`config.mk`:
```
export PLATFORM = sky130hd
export DESIGN_NAME = bcw_ctrl
export DESIGN_NICKNAME = d
export VERILOG_FILES = /design/src/bcw_pkg.sv /design/src/bcw_ctrl.sv
export SDC_FILE = /design/constraint.sdc
export NUM_CORES = 1
export LEC_CHECK = 0
export CAP_MARGIN = 20
export CORE_ASPECT_RATIO = 0.5
export CORE_MARGIN = 1
export CORE_UTILIZATION = 60
export DETAILED_ROUTE_END_ITERATION = 6
export DONT_BUFFER_PORTS = 1
export PLACE_DENSITY = 0.76
export SLEW_MARGIN = 20
export SYNTH_ARGS = -nofsm -noshare
export SYNTH_HDL_FRONTEND = slang
export SYNTH_SLANG_ARGS = --single-unit
export TNS_END_PERCENT = 10
```
`constraint.sdc`:
```
create_clock -name i_clk -period 3.8 [get_ports i_clk]
set_clock_uncertainty 0.15 [all_clocks]
set_input_delay 0.19 -clock i_clk [delete_from_list [all_inputs] [get_ports i_clk]]
set_output_delay 0.19 -clock i_clk [all_outputs]
set_load 0.01 [all_outputs]
```
`src/bcw_pkg.sv`:
```
// Constants and types of the message control word interpreter.
// Assumes 16-bit shared memory words and 16-bit registers on a byte-addressed port.
package bcw_pkg;
  // ********************************
  // Register map
  // ********************************
  localparam logic [7:0] ADDR_CTL = 8'h04;
  localparam logic [7:0] ADDR_CFG1 = 8'h08;
  localparam logic [7:0] ADDR_CFG3 = 8'h0C;
  localparam logic [7:0] ADDR_CFG4 = 8'h10;
  localparam logic [7:0] ADDR_STAT = 8'h14;
  localparam logic [15:0] RST_CTL = 16'h0000;
  localparam logic [15:0] RST_CFG = 16'h0000;
  // ********************************
  // Control word fields
  // ********************************
  localparam int CW_ME_MASK = 14;
  localparam int CW_SR_MASK = 13;
  localparam int CW_BUSY_MASK = 12;
  localparam int CW_SSF_MASK = 11;
  localparam int CW_TF_MASK = 10;
  localparam int CW_RSV_MASK = 9;
  localparam int CW_RETRY = 8;
  localparam int CW_CHAN_A = 7;
  localparam int CW_SELF_TEST = 6;
  localparam int CW_BCST_MASK = 5;
  localparam int CW_EOM_IRQ = 4;
  localparam int CW_LEGACY = 3;
  localparam int CW_FMT_LO = 0;
  // ********************************
  // Configuration fields
  // ********************************
  localparam int CF1_RETRY_EN = 4;
  localparam int CF1_DOUBLE = 3;
  localparam int CF3_ENH = 15;
  localparam int CF4_WIDE = 12;
  localparam int CF4_BMASK_EN = 11;
  localparam int CF4_RETRY_LEGACY = 10;
  localparam int CF4_RETRY_STAT = 9;
  // ********************************
  // Status and command word fields
  // ********************************
  localparam int SW_ADDR_LO = 11;
  localparam int SW_ME = 10;
  localparam int SW_INSTR = 9;
  localparam int SW_SR = 8;
  localparam int SW_RSV_LO = 5;
  localparam int SW_BCR = 4;
  localparam int SW_BUSY = 3;
  localparam int SW_SSF = 2;
  localparam int SW_DBCA = 1;
  localparam int SW_TF = 0;
  localparam int CMD_TR = 10;
  // ********************************
  // Message block offsets and types
  // ********************************
  localparam logic [15:0] OFS_CMD = 16'h0001;
  localparam logic [15:0] OFS_MC_STAT = 16'h0003;
  typedef enum logic [2:0] {ST_IDLE, ST_RD_CTL, ST_RD_CMD, ST_DECODE, ST_RUN} bcw_state_e;
  typedef enum logic [2:0] {FMT_BC_RT, FMT_RT_BC, FMT_TERMINAL_PAIR, FMT_BCST, FMT_BCST_PAIR,
                            FMT_MODE, FMT_BCST_MODE, FMT_UNUSED} bcw_fmt_e;
  typedef struct packed {
    logic chan_a;
    logic tx_inhibit;
    logic loop_en;
    logic bcst_expect;
    logic end_of_msg_irq_en;
    logic legacy_standard_select;
    bcw_fmt_e fmt;
  } bcw_msg_s;
endpackage : bcw_pkg

```
`src/bcw_ctrl.sv`:
```
// Message control word interpreter: fetches and latches each message's control word,
// decodes format and channel, checks responding terminal status and qualifies retries.
// Assumes shared memory answers a read one cycle after the read strobe.
`timescale 1ns/100ps
module bcw_ctrl (
  // Clock and reset
  input wire logic i_clk,
  input wire logic i_rst_n,
  // Register port
  input wire logic [7:0] i_reg_addr,
  input wire logic [15:0] i_reg_wdata,
  input wire logic i_reg_wr,
  input wire logic i_reg_rd,
  output logic [15:0] o_reg_rdata,
  // Shared memory read port
  output logic o_mem_rd,
  output logic [15:0] o_mem_addr,
  input wire logic [15:0] i_mem_data,
  // Message sequencing
  input wire logic i_msg_start,
  input wire logic [15:0] i_msg_base,
  input wire logic i_status_valid,
  input wire logic [15:0] i_status_word,
  input wire logic i_attempt_end,
  input wire logic i_resp_timeout,
  input wire logic i_format_error,
  // Decoded message control
  output bcw_pkg::bcw_msg_s o_msg,
  output logic o_msg_valid,
  output logic [15:0] o_tx_addr,
  output logic [15:0] o_mc_stat_addr,
  output logic o_status_set,
  output logic o_retry,
  output logic o_msg_done
);
  // ********************************
  // Status check
  // ********************************
  function automatic logic stat_check(input logic [15:0] sw, input logic [15:0] cw,
                                      input logic [4:0] exp_addr, input logic wide,
                                      input logic bmask_en);
    logic hit;
    hit = sw[15:bcw_pkg::SW_ADDR_LO] != exp_addr;
    if (!wide) begin
      hit = hit | sw[bcw_pkg::SW_ME] | sw[bcw_pkg::SW_INSTR] | sw[bcw_pkg::SW_SR];
      hit = hit | sw[bcw_pkg::SW_BUSY] | sw[bcw_pkg::SW_SSF] | sw[bcw_pkg::SW_DBCA] | sw[bcw_pkg::SW_TF];
      hit = hit | (sw[bcw_pkg::SW_BCR] ^ cw[bcw_pkg::CW_BCST_MASK]);
    end else begin
      // Bits without a mask of their own always count
      hit = hit | sw[bcw_pkg::SW_INSTR] | sw[bcw_pkg::SW_DBCA];
      hit = hit | (sw[bcw_pkg::SW_ME] & ~cw[bcw_pkg::CW_ME_MASK]);
      hit = hit | (sw[bcw_pkg::SW_SR] & ~cw[bcw_pkg::CW_SR_MASK]);
      hit = hit | (sw[bcw_pkg::SW_BUSY] & ~cw[bcw_pkg::CW_BUSY_MASK]);
      hit = hit | (sw[bcw_pkg::SW_SSF] & ~cw[bcw_pkg::CW_SSF_MASK]);
      hit = hit | (sw[bcw_pkg::SW_TF] & ~cw[bcw_pkg::CW_TF_MASK]);
      hit = hit | ((|sw[bcw_pkg::SW_RSV_LO +: 3]) & ~cw[bcw_pkg::CW_RSV_MASK]);
      if (bmask_en) begin
        hit = hit | (sw[bcw_pkg::SW_BCR] & ~cw[bcw_pkg::CW_BCST_MASK]);
      end else begin
        hit = hit | (sw[bcw_pkg::SW_BCR] ^ cw[bcw_pkg::CW_BCST_MASK]);
      end
    end
    return hit;
  endfunction : stat_check

  // ********************************
  // State
  // ********************************
  bcw_pkg::bcw_state_e state_r, state_nxt;
  logic [15:0] ctl_r, ctl_nxt;
  logic [15:0] cmd_r, cmd_nxt;
  logic [15:0] base_r, base_nxt;
  logic [15:0] cfg1_r, cfg1_nxt;
  logic [15:0] cfg3_r, cfg3_nxt;
  logic [15:0] cfg4_r, cfg4_nxt;
  logic wide_r, wide_nxt;
  logic stat_set_r, stat_set_nxt;
  logic me_r, me_nxt;
  logic [1:0] cnt_r, cnt_nxt;
  logic [15:0] rdata_r, rdata_nxt;
  logic mem_rd_r, mem_rd_nxt;
  logic [15:0] mem_addr_r, mem_addr_nxt;
  logic [15:0] tx_addr_r, tx_addr_nxt;
  logic [15:0] mc_addr_r, mc_addr_nxt;
  bcw_pkg::bcw_msg_s msg_r, msg_nxt;
  logic valid_r, valid_nxt;
  logic retry_r, retry_nxt;
  logic done_r, done_nxt;
  logic [1:0] max_retry;
  logic msg_retry;
  logic base_ok;
  logic need;

  assign max_retry = cfg1_r[bcw_pkg::CF1_DOUBLE] ? 2'h2 : 2'h1;
  // Short form leaves the per-message retry bit out, so only the global enable decides
  assign msg_retry = wide_r ? ctl_r[bcw_pkg::CW_RETRY] : 1'b1;
  assign base_ok = cfg1_r[bcw_pkg::CF1_RETRY_EN] & msg_retry;

  // ********************************
  // Next state
  // ********************************
  always_comb begin
    state_nxt = state_r;
    ctl_nxt = ctl_r;
    cmd_nxt = cmd_r;
    base_nxt = base_r;
    cfg1_nxt = cfg1_r;
    cfg3_nxt = cfg3_r;
    cfg4_nxt = cfg4_r;
    wide_nxt = wide_r;
    stat_set_nxt = stat_set_r;
    me_nxt = me_r;
    cnt_nxt = cnt_r;
    rdata_nxt = 16'h0000;
    mem_rd_nxt = 1'b0;
    mem_addr_nxt = mem_addr_r;
    tx_addr_nxt = tx_addr_r;
    mc_addr_nxt = mc_addr_r;
    msg_nxt = msg_r;
    valid_nxt = valid_r;
    retry_nxt = 1'b0;
    done_nxt = 1'b0;
    need = 1'b0;
    if (i_reg_wr) begin
      unique case (i_reg_addr)
        // The control word is held steady while a message runs
        bcw_pkg::ADDR_CTL: if (state_r == bcw_pkg::ST_IDLE) ctl_nxt = i_reg_wdata;
        bcw_pkg::ADDR_CFG1: cfg1_nxt = i_reg_wdata;
        bcw_pkg::ADDR_CFG3: cfg3_nxt = i_reg_wdata;
        bcw_pkg::ADDR_CFG4: cfg4_nxt = i_reg_wdata;
        default: ;
      endcase
    end
    if (i_reg_rd) begin
      unique case (i_reg_addr)
        bcw_pkg::ADDR_CTL: rdata_nxt = ctl_r;
        bcw_pkg::ADDR_CFG1: rdata_nxt = cfg1_r;
        bcw_pkg::ADDR_CFG3: rdata_nxt = cfg3_r;
        bcw_pkg::ADDR_CFG4: rdata_nxt = cfg4_r;
        bcw_pkg::ADDR_STAT: rdata_nxt = {11'h000, cnt_r, stat_set_r, valid_r, state_r != bcw_pkg::ST_IDLE};
        default: rdata_nxt = 16'h0000;
      endcase
    end
    unique case (state_r)
      bcw_pkg::ST_IDLE: begin
        if (i_msg_start) begin
          base_nxt = i_msg_base;
          mem_rd_nxt = 1'b1;
          mem_addr_nxt = i_msg_base;
          valid_nxt = 1'b0;
          cnt_nxt = 2'h0;
          stat_set_nxt = 1'b0;
          me_nxt = 1'b0;
          state_nxt = bcw_pkg::ST_RD_CTL;
        end
      end
      bcw_pkg::ST_RD_CTL: begin
        // Command read follows straight on, so each word is taken in the one cycle it stands
        mem_rd_nxt = 1'b1;
        mem_addr_nxt = base_r + bcw_pkg::OFS_CMD;
        state_nxt = bcw_pkg::ST_RD_CMD;
      end
      bcw_pkg::ST_RD_CMD: begin
        ctl_nxt = i_mem_data;
        wide_nxt = cfg3_r[bcw_pkg::CF3_ENH] & cfg4_r[bcw_pkg::CF4_WIDE];
        state_nxt = bcw_pkg::ST_DECODE;
      end
      bcw_pkg::ST_DECODE: begin
        cmd_nxt = i_mem_data;
        // Bus traffic starts after the control word, which stays local
        tx_addr_nxt = base_r + bcw_pkg::OFS_CMD;
        mc_addr_nxt = base_r + bcw_pkg::OFS_MC_STAT;
        msg_nxt.chan_a = ctl_r[bcw_pkg::CW_CHAN_A];
        msg_nxt.tx_inhibit = ctl_r[bcw_pkg::CW_SELF_TEST];
        msg_nxt.loop_en = ctl_r[bcw_pkg::CW_SELF_TEST];
        msg_nxt.bcst_expect = ctl_r[bcw_pkg::CW_BCST_MASK];
        msg_nxt.end_of_msg_irq_en = wide_r & ctl_r[bcw_pkg::CW_EOM_IRQ];
        msg_nxt.legacy_standard_select = wide_r & ctl_r[bcw_pkg::CW_LEGACY];
        unique case (ctl_r[bcw_pkg::CW_FMT_LO +: 3])
          3'h0: msg_nxt.fmt = i_mem_data[bcw_pkg::CMD_TR] ? bcw_pkg::FMT_RT_BC : bcw_pkg::FMT_BC_RT;
          3'h1: msg_nxt.fmt = bcw_pkg::FMT_TERMINAL_PAIR;
          3'h2: msg_nxt.fmt = bcw_pkg::FMT_BCST;
          3'h3: msg_nxt.fmt = bcw_pkg::FMT_BCST_PAIR;
          3'h4: msg_nxt.fmt = bcw_pkg::FMT_MODE;
          3'h6: msg_nxt.fmt = bcw_pkg::FMT_BCST_MODE;
          default: msg_nxt.fmt = bcw_pkg::FMT_UNUSED;
        endcase
        valid_nxt = 1'b1;
        state_nxt = bcw_pkg::ST_RUN;
      end
      bcw_pkg::ST_RUN: begin
        if (i_status_valid) begin
          // Set wins: a later clean status never hides an earlier exception of this attempt
          stat_set_nxt = stat_set_r | stat_check(i_status_word, ctl_r, cmd_r[15:11], wide_r,
                                                 cfg4_r[bcw_pkg::CF4_BMASK_EN]);
          me_nxt = me_r | i_status_word[bcw_pkg::SW_ME];
        end
        if (i_attempt_end) begin
          need = base_ok & (i_resp_timeout | i_format_error);
          need = need | (base_ok & cfg4_r[bcw_pkg::CF4_RETRY_STAT] & stat_set_nxt);
          need = need | (base_ok & cfg4_r[bcw_pkg::CF4_RETRY_LEGACY] & msg_r.legacy_standard_select & me_nxt);
          if (need && cnt_r < max_retry) begin
            retry_nxt = 1'b1;
            cnt_nxt = cnt_r + 2'h1;
            stat_set_nxt = 1'b0;
            me_nxt = 1'b0;
          end else begin
            done_nxt = 1'b1;
            valid_nxt = 1'b0;
            state_nxt = bcw_pkg::ST_IDLE;
          end
        end
      end
      default: state_nxt = bcw_pkg::ST_IDLE;
    endcase
  end

  // ********************************
  // Registers
  // ********************************
  always_ff @(posedge i_clk or negedge i_rst_n) begin
    if (!i_rst_n) begin
      state_r <= bcw_pkg::ST_IDLE;
      ctl_r <= bcw_pkg::RST_CTL;
      cmd_r <= 16'h0000;
      base_r <= 16'h0000;
      cfg1_r <= bcw_pkg::RST_CFG;
      cfg3_r <= bcw_pkg::RST_CFG;
      cfg4_r <= bcw_pkg::RST_CFG;
      wide_r <= 1'b0;
      stat_set_r <= 1'b0;
      me_r <= 1'b0;
      cnt_r <= 2'h0;
      rdata_r <= 16'h0000;
      mem_rd_r <= 1'b0;
      mem_addr_r <= 16'h0000;
      tx_addr_r <= 16'h0000;
      mc_addr_r <= 16'h0000;
      msg_r <= '0;
      valid_r <= 1'b0;
      retry_r <= 1'b0;
      done_r <= 1'b0;
    end else begin
      state_r <= state_nxt;
      ctl_r <= ctl_nxt;
      cmd_r <= cmd_nxt;
      base_r <= base_nxt;
      cfg1_r <= cfg1_nxt;
      cfg3_r <= cfg3_nxt;
      cfg4_r <= cfg4_nxt;
      wide_r <= wide_nxt;
      stat_set_r <= stat_set_nxt;
      me_r <= me_nxt;
      cnt_r <= cnt_nxt;
      rdata_r <= rdata_nxt;
      mem_rd_r <= mem_rd_nxt;
      mem_addr_r <= mem_addr_nxt;
      tx_addr_r <= tx_addr_nxt;
      mc_addr_r <= mc_addr_nxt;
      msg_r <= msg_nxt;
      valid_r <= valid_nxt;
      retry_r <= retry_nxt;
      done_r <= done_nxt;
    end
  end

  assign o_reg_rdata = rdata_r;
  assign o_mem_rd = mem_rd_r;
  assign o_mem_addr = mem_addr_r;
  assign o_msg = msg_r;
  assign o_msg_valid = valid_r;
  assign o_tx_addr = tx_addr_r;
  assign o_mc_stat_addr = mc_addr_r;
  assign o_status_set = stat_set_r;
  assign o_retry = retry_r;
  assign o_msg_done = done_r;
endmodule : bcw_ctrl

```
After elaboration in Yosys (flattened, before gate mapping)
Cells that the tools add are included.
{"block": "classes", "addsub": 3, "order_cmp": 1, "eq_ne": 19, "mux": 46, "n_bitwise": 48, "n_reduce_logical": 21}
{"cell": "$mux W16", "count": 6}
{"cell": "$pmux W16 S5", "count": 1}
{"cell": "$pmux W16 S2", "count": 1}
{"cell": "$mux W1", "count": 24}
{"cell": "$or A1 B1 Y1", "count": 23}
{"cell": "$pmux W3 S6", "count": 1}
{"cell": "$and A1 B1 Y1", "count": 17}
{"cell": "$add A16 B1 Y16 const B", "count": 1}
{"cell": "$add A16 B2 Y16 const B", "count": 1}
{"cell": "$eq A8 B4 Y1 const B", "count": 2}
{"cell": "$eq A8 B5 Y1 const B", "count": 2}
{"cell": "$pmux W3 S5", "count": 1}
{"cell": "$eq A3 B2 Y1 const B", "count": 4}
{"cell": "$reduce_and A2 Y1", "count": 6}
{"cell": "$reduce_bool A2 Y1", "count": 5}
{"cell": "$eq A3 B3 Y1 const B", "count": 3}
{"cell": "$mux W3", "count": 3}
{"cell": "$eq A8 B3 Y1 const B", "count": 1}
{"cell": "$mux W2", "count": 4}
{"cell": "$ne A2 B2 Y1 const B", "count": 4}
{"cell": "$reduce_and A4 Y1", "count": 2}
{"cell": "$not A1 Y1", "count": 7}
{"cell": "$eq A3 B1 Y1 const B", "count": 2}
{"cell": "$logic_not A3 Y1", "count": 2}
{"cell": "11 further kinds", "count": 15}
{"block": "totals", "reg_bits": 180, "inputBits": 81}

Logic depth before layout (Yosys ltp)
{"block": "logic_depth", "ltp_word": 24, "depth_mapped": 10}

Least setup slack after synthesis
OpenSTA, ideal clock, no wires.
{"block": "synth_timing", "path_kind": "flip-flop to flip-flop", "startpoint": "register ctl_r[5]", "endpoint": "register state_r[2]", "t_arrival_ps": 1846, "required_ps": 3518, "setup_slack_ps": 1672, "stages_incl_launch_ff": 9, "path_buffers": 0, "cell_sequence": "dfrtp_1 inv_1 ha_1 nor2_1 a2111o_1 o41ai_2 a21boi_1 o211ai_1 nand2_1"}
{"block": "synth_via", "elab_chain_len": 16}
{"element": "start, declared", "line_no": "bcw_ctrl.sv:70", "rtl": "logic [15:0] ctl_r, ctl_nxt;"}
{"element": "start signal, assigned", "line_no": "bcw_ctrl.sv:224", "rtl": "ctl_r <= bcw_pkg::RST_CTL;"}
{"element": "start signal, assigned", "line_no": "bcw_ctrl.sv:245", "rtl": "ctl_r <= ctl_nxt;"}
{"element": "$not A1 Y1", "line_no": "bcw_ctrl.sv:58", "rtl": "hit = hit | (sw[bcw_pkg::SW_BCR] & ~cw[bcw_pkg::CW_BCST_MASK]);"}
{"element": "$and A1 B1 Y1", "line_no": "bcw_ctrl.sv:58"}
{"element": "$or A1 B1 Y1", "line_no": "bcw_ctrl.sv:58"}
{"element": "$mux W1", "line_no": "bcw_ctrl.sv:57", "rtl": "if (bmask_en) begin"}
{"element": "$mux W1 (*)", "line_no": "bcw_ctrl.sv:44", "rtl": "if (!wide) begin"}
{"element": "$mux W1 (*)", "line_no": "bcw_ctrl.sv:192", "rtl": "if (i_status_valid) begin"}
{"element": "$mux W1 (*)", "line_no": "bcw_ctrl.sv:144", "rtl": "unique case (state_r)"}
{"element": "$or A1 B1 Y1 (*)", "line_no": "bcw_ctrl.sv:194", "rtl": "stat_set_nxt = stat_set_r | stat_check(i_status_word, ctl_r, cmd_r[15:11], wide_r,"}
{"element": "$mux W1 (*)", "line_no": "bcw_ctrl.sv:192"}
{"element": "$mux W1 (*)", "line_no": "bcw_ctrl.sv:144"}
{"element": "$and A1 B1 Y1 (*)", "line_no": "bcw_ctrl.sv:200", "rtl": "need = need | (base_ok & cfg4_r[bcw_pkg::CF4_RETRY_STAT] & stat_set_nxt);"}
{"element": "$or A1 B1 Y1 (*)", "line_no": "bcw_ctrl.sv:200"}
{"element": "$or A1 B1 Y1 (*)", "line_no": "bcw_ctrl.sv:201", "rtl": "need = need | (base_ok & cfg4_r[bcw_pkg::CF4_RETRY_LEGACY] & msg_r.legacy_standard_select & me_nxt);"}
{"element": "$logic_and A1 B1 Y1 (*)", "line_no": "bcw_ctrl.sv:202", "rtl": "if (need && cnt_r < max_retry) begin"}
{"element": "$ne A2 B2 Y1 (no line) (*)"}
{"element": "$reduce_and A3 Y1 (no line) (*)"}
{"element": "end signal, assigned", "line_no": "bcw_ctrl.sv:223", "rtl": "state_r <= bcw_pkg::ST_IDLE;"}
{"element": "end signal, assigned", "line_no": "bcw_ctrl.sv:244", "rtl": "state_r <= state_nxt;"}
{"element": "end, declared", "line_no": "bcw_ctrl.sv:69", "rtl": "bcw_pkg::bcw_state_e state_r, state_nxt;"}
Mark *: on every way between the ends. The rest lies on a longest branch, timed or not. The select of a mux whose other input is x is not followed.
A chain may end at the register's enable or synchronous reset.

Worst setup path after layout
{"block": "layout_timing", "startpoint": "register ctl_r[5]", "endpoint": "register me_r"}
{"block": "layout_via", "elab_chain_len": 17}
{"element": "$not A1 Y1", "line_no": "bcw_ctrl.sv:58"}
{"element": "$and A1 B1 Y1", "line_no": "bcw_ctrl.sv:58"}
{"element": "$or A1 B1 Y1", "line_no": "bcw_ctrl.sv:58"}
{"element": "$mux W1", "line_no": "bcw_ctrl.sv:57"}
{"element": "$mux W1 (*)", "line_no": "bcw_ctrl.sv:44"}
{"element": "$mux W1 (*)", "line_no": "bcw_ctrl.sv:192"}
{"element": "$mux W1 (*)", "line_no": "bcw_ctrl.sv:144"}
{"element": "$or A1 B1 Y1 (*)", "line_no": "bcw_ctrl.sv:194"}
{"element": "$mux W1 (*)", "line_no": "bcw_ctrl.sv:192"}
{"element": "$mux W1 (*)", "line_no": "bcw_ctrl.sv:144"}
{"element": "$and A1 B1 Y1 (*)", "line_no": "bcw_ctrl.sv:200"}
{"element": "$or A1 B1 Y1 (*)", "line_no": "bcw_ctrl.sv:200"}
{"element": "$or A1 B1 Y1 (*)", "line_no": "bcw_ctrl.sv:201"}
{"element": "$logic_and A1 B1 Y1 (*)", "line_no": "bcw_ctrl.sv:202"}
{"element": "$mux W1 (*)", "line_no": "bcw_ctrl.sv:202"}
{"element": "$mux W1 (*)", "line_no": "bcw_ctrl.sv:198", "rtl": "if (i_attempt_end) begin"}
{"element": "$pmux W1 S2 (*)", "line_no": "bcw_ctrl.sv:144"}
{"element": "end signal, assigned", "line_no": "bcw_ctrl.sv:253", "rtl": "me_r <= me_nxt;"}
{"element": "end, declared", "line_no": "bcw_ctrl.sv:78", "rtl": "logic me_r, me_nxt;"}
Marked as above.

==> results.cfg <==
[sta]
period_minus_slack_ns = 2.921
hold_viol = 168
grt_setup_unrepaired = no
worst_slack_ns = 0.8786
finalCritPeriodShare = 0.7688
whs_ns = -0.6997
tns_ns = 0
timing.fmax_mhz = 342.3
setup_violations = 0
relSlewSlack = 0.4471
drv_slew = 0
tightest_slew_ns = 0.8270

[setup_path]
start_kind = register
critPathMaxStageDelay_ns = 0.54
path_max_fanout = 5
critical-path-top-delay-family = compound AO/OA/AOI/OAI gates
crit_slowest_cell = dlygate4sd3_1
crit_chain = inv_1 > ha_1 > nor2_1 > a2111o_1 > o41ai_2 > a21boi_1 > nand2_2 > a32o_1 > dlygate4sd3_1
arrival_ns = 3.13
end_kind = register
crit_buf_inv = 2
required_ns = 4.01
crit_type = reg -> reg

[route]
wl_per_cell_microns = 20.80
ant_nets = 0
via_count = 5607
viasPerCell = 6.148
finalWirelength_microns = 18970
dr.pass1.iters = 7
drtIter0Drc = 510
drc = 6

[clocking]
cts-root-buf = clkbuf_16
cts_tree = built
cts_max_level = 4
clk_path_buf_depth = 2
post_cts_buffers = 0
clk_pin_slew_ns = 0.07
clock-sinks = 168
ctsResizeCount = 0
holdBufCountCts = 55
cts_buffers = 17
insertion_delay_ns = 0.43

[placement]
dp.cells = 825
io_buffers = 0
place_ws_ns = 1.264
dp_hpwl_microns = 11850
place_area_sq_mm = 0.007541
gp_congestion = 0.7945

[logic_synthesis]
synth.distinct_cells = 49
synth_nets = 777
synth.avg_cell_area_sq_um = 10.77
ys_seq_elements = 168
synth-xor-area-share = 0.03876
synthFlopType = dfrtp_1
netlist_instances = 692
synth-compound-area-share = 0.1245
synthSimpleGateAreaFrac = 0.1408
yosys.area_share.adder = 0.006713
synth_enable_flop_cells = 0
muxShareOfSynthArea = 0.09347
synth_seq_area_share = 0.5639
yosys_warnings = 0
synthArstFlopShare = 1.000
netlist_area_sq_mm = 0.007456
synth_top_family_by_area = simple AND/OR/NAND/NOR gates

[layout]
antenna_cells = 0
mostFrequentLayoutCells = dfrtp_1, nand2_1, dlygate4sd3_1
layout_commonest_cell = dfrtp_1
area_delta_synth_final_pct = 17.08
fin_area_sq_mm = 0.008730
finalNonFillerCells = 912
nNetsFinal = 819
drive_gt1_frac = 0.1325

[min_path]
worstHoldPathType = in -> async

[floorplan]
io_pins = 159
dieWidth_microns = 159.7
fp.dieH_microns = 80.83
rows = 28
dieArea_sq_mm = 0.01290
coreArea_sq_mm = 0.01195
initial_core_util = 0.6241

[job]
max_cap_viol_count = 0

[status]
status = finished, violations left
violations = DRC, hold timing

[power_and_ir_drop]
total_power_mw = 6.308
power_density_mw_per_mm2 = 722.6
ir_drop_uv = 321.6
leakagePower_nw = 3.946

[global_route]
grt_max_degree = 169
grt_overflow = 0
grt_pass1_vias = 5647
grtUsageTotal = 0.3062
grt_pass1_wl_microns = 30010
antenna_found_initial = 0
==> flip-flops by register name (all words and copies together), names as in the netlist, 2 cells and up <==
signal and flops:
base_r 16, cfg1_r 16, cfg3_r 16, cfg4_r 16, cmd_r 5, cnt_r 2
ctl_r 16, o_mc_stat_addr 15, o_mem_addr 16, o_msg 8, o_reg_rdata 16, o_tx_addr 16
state_r 3
==> area by class of cell <==
cell class	instances	area, sq um
clock inverters	13	190.2
inverters	15	56.30
well taps	165	206.4
flip-flops and latches	168	4204
fillers	829	3217
multi-input cells	470	3027
repair buffers	62	603.1
clock buffers	19	442.9
==> logic make-up after synthesis <==
group,after synthesis
fa+ha+maj,4
flops,168
xor+xnor,33
mux,59
compound gates,145
buf+inv,54
simple gates,229
==> worst register-to-register path, delay by kind of cell, from the launching register on <==
kind                     cells  cell delay [ns]
AO/OA/AOI/OAI                4             1.24
buffers and inverters        2             0.60
flip-flops                   1             0.37
adder cells (fa/ha/maj)      1             0.29
AND/OR/NAND/NOR              2             0.19
==> through the flow <==
step,utilization,hold slack [ns]
after floorplan,-,-0.2556
after global placement,0.6312,-0.2519
after detailed placement,0.6312,-0.2528
after CTS,0.7303,-0.7081
after global routing,0.7307,-0.7140
final,0.7307,-0.6997
==> power breakdown <==
group	total (mW)	leakage [nW]	internal [mW]	switching, mW
registers	2.96	2.17	2.31	0.658
clock network	1.86	0.309	1.13	0.734
logic	1.48	1.47	0.624	0.859
==> final timing paths <==
kind	from	cells past startpoint	endpoint	slack, ns
min in group i_clk	i_reg_addr[1]	4	o_reg_rdata[6]$_DFF_PN0_	0.03
worst max-delay path	ctl_r[5]$_DFFE_PN0P_	9	me_r$_DFFE_PN0P_	0.88
worst max register to register	ctl_r[5]$_DFFE_PN0P_	9	me_r$_DFFE_PN0P_	0.88
worst min register to register	cfg4_r[7]$_DFFE_PN0P_	1	cfg4_r[7]$_DFFE_PN0P_	0.35
max in group asynchronous	i_rst_n	0	cfg1_r[14]$_DFFE_PN0P_	4.02
worst min-delay path	i_rst_n	0	o_mem_addr[8]$_DFFE_PN0P_	-0.70
==> metal layers <==
layer,track usage,share of wire,vias to the layer above
li1,-,-,2513
met1,0.3869,0.41,2802
met2,0.5061,0.49,250
met3,0.09193,0.085,42
met4,0.1183,0.022,0
met5,0,0,-
==> Yosys cell counts (3+ instances only) <==
master / instances / area (sq um)
nor3_1: 6 / 30.03
o21ai_1: 5 / 25.02
clkbuf_1: 23 / 86.33
nor2_1: 51 / 191.4
nand2_2: 4 / 25.02
dfrtp_1: 168 / 4204
nor2b_1: 3 / 18.77
and2_1: 3 / 18.77
xor2_1: 12 / 105.1
mux2_4: 10 / 150.1
a21oi_1: 21 / 105.1
mux2i_1: 4 / 40.04
inv_1: 15 / 56.30
nand3_1: 12 / 60.06
nor4_4: 3 / 63.81
nand2_1: 122 / 457.9
nand4_1: 6 / 37.54
buf_2: 10 / 50.05
a222oi_1: 16 / 160.2
mux2_1: 10 / 112.6
buf_4: 4 / 30.03
o22ai_1: 17 / 106.4
o211ai_1: 7 / 52.55
xnor2_1: 21 / 183.9
mux2_2: 35 / 394.1
a22oi_1: 16 / 120.1
ha_1: 4 / 50.05
nand3b_1: 3 / 22.52
o21ai_0: 52 / 260.3
and3_1: 4 / 25.02
Power figures use the tool's default switching activity.
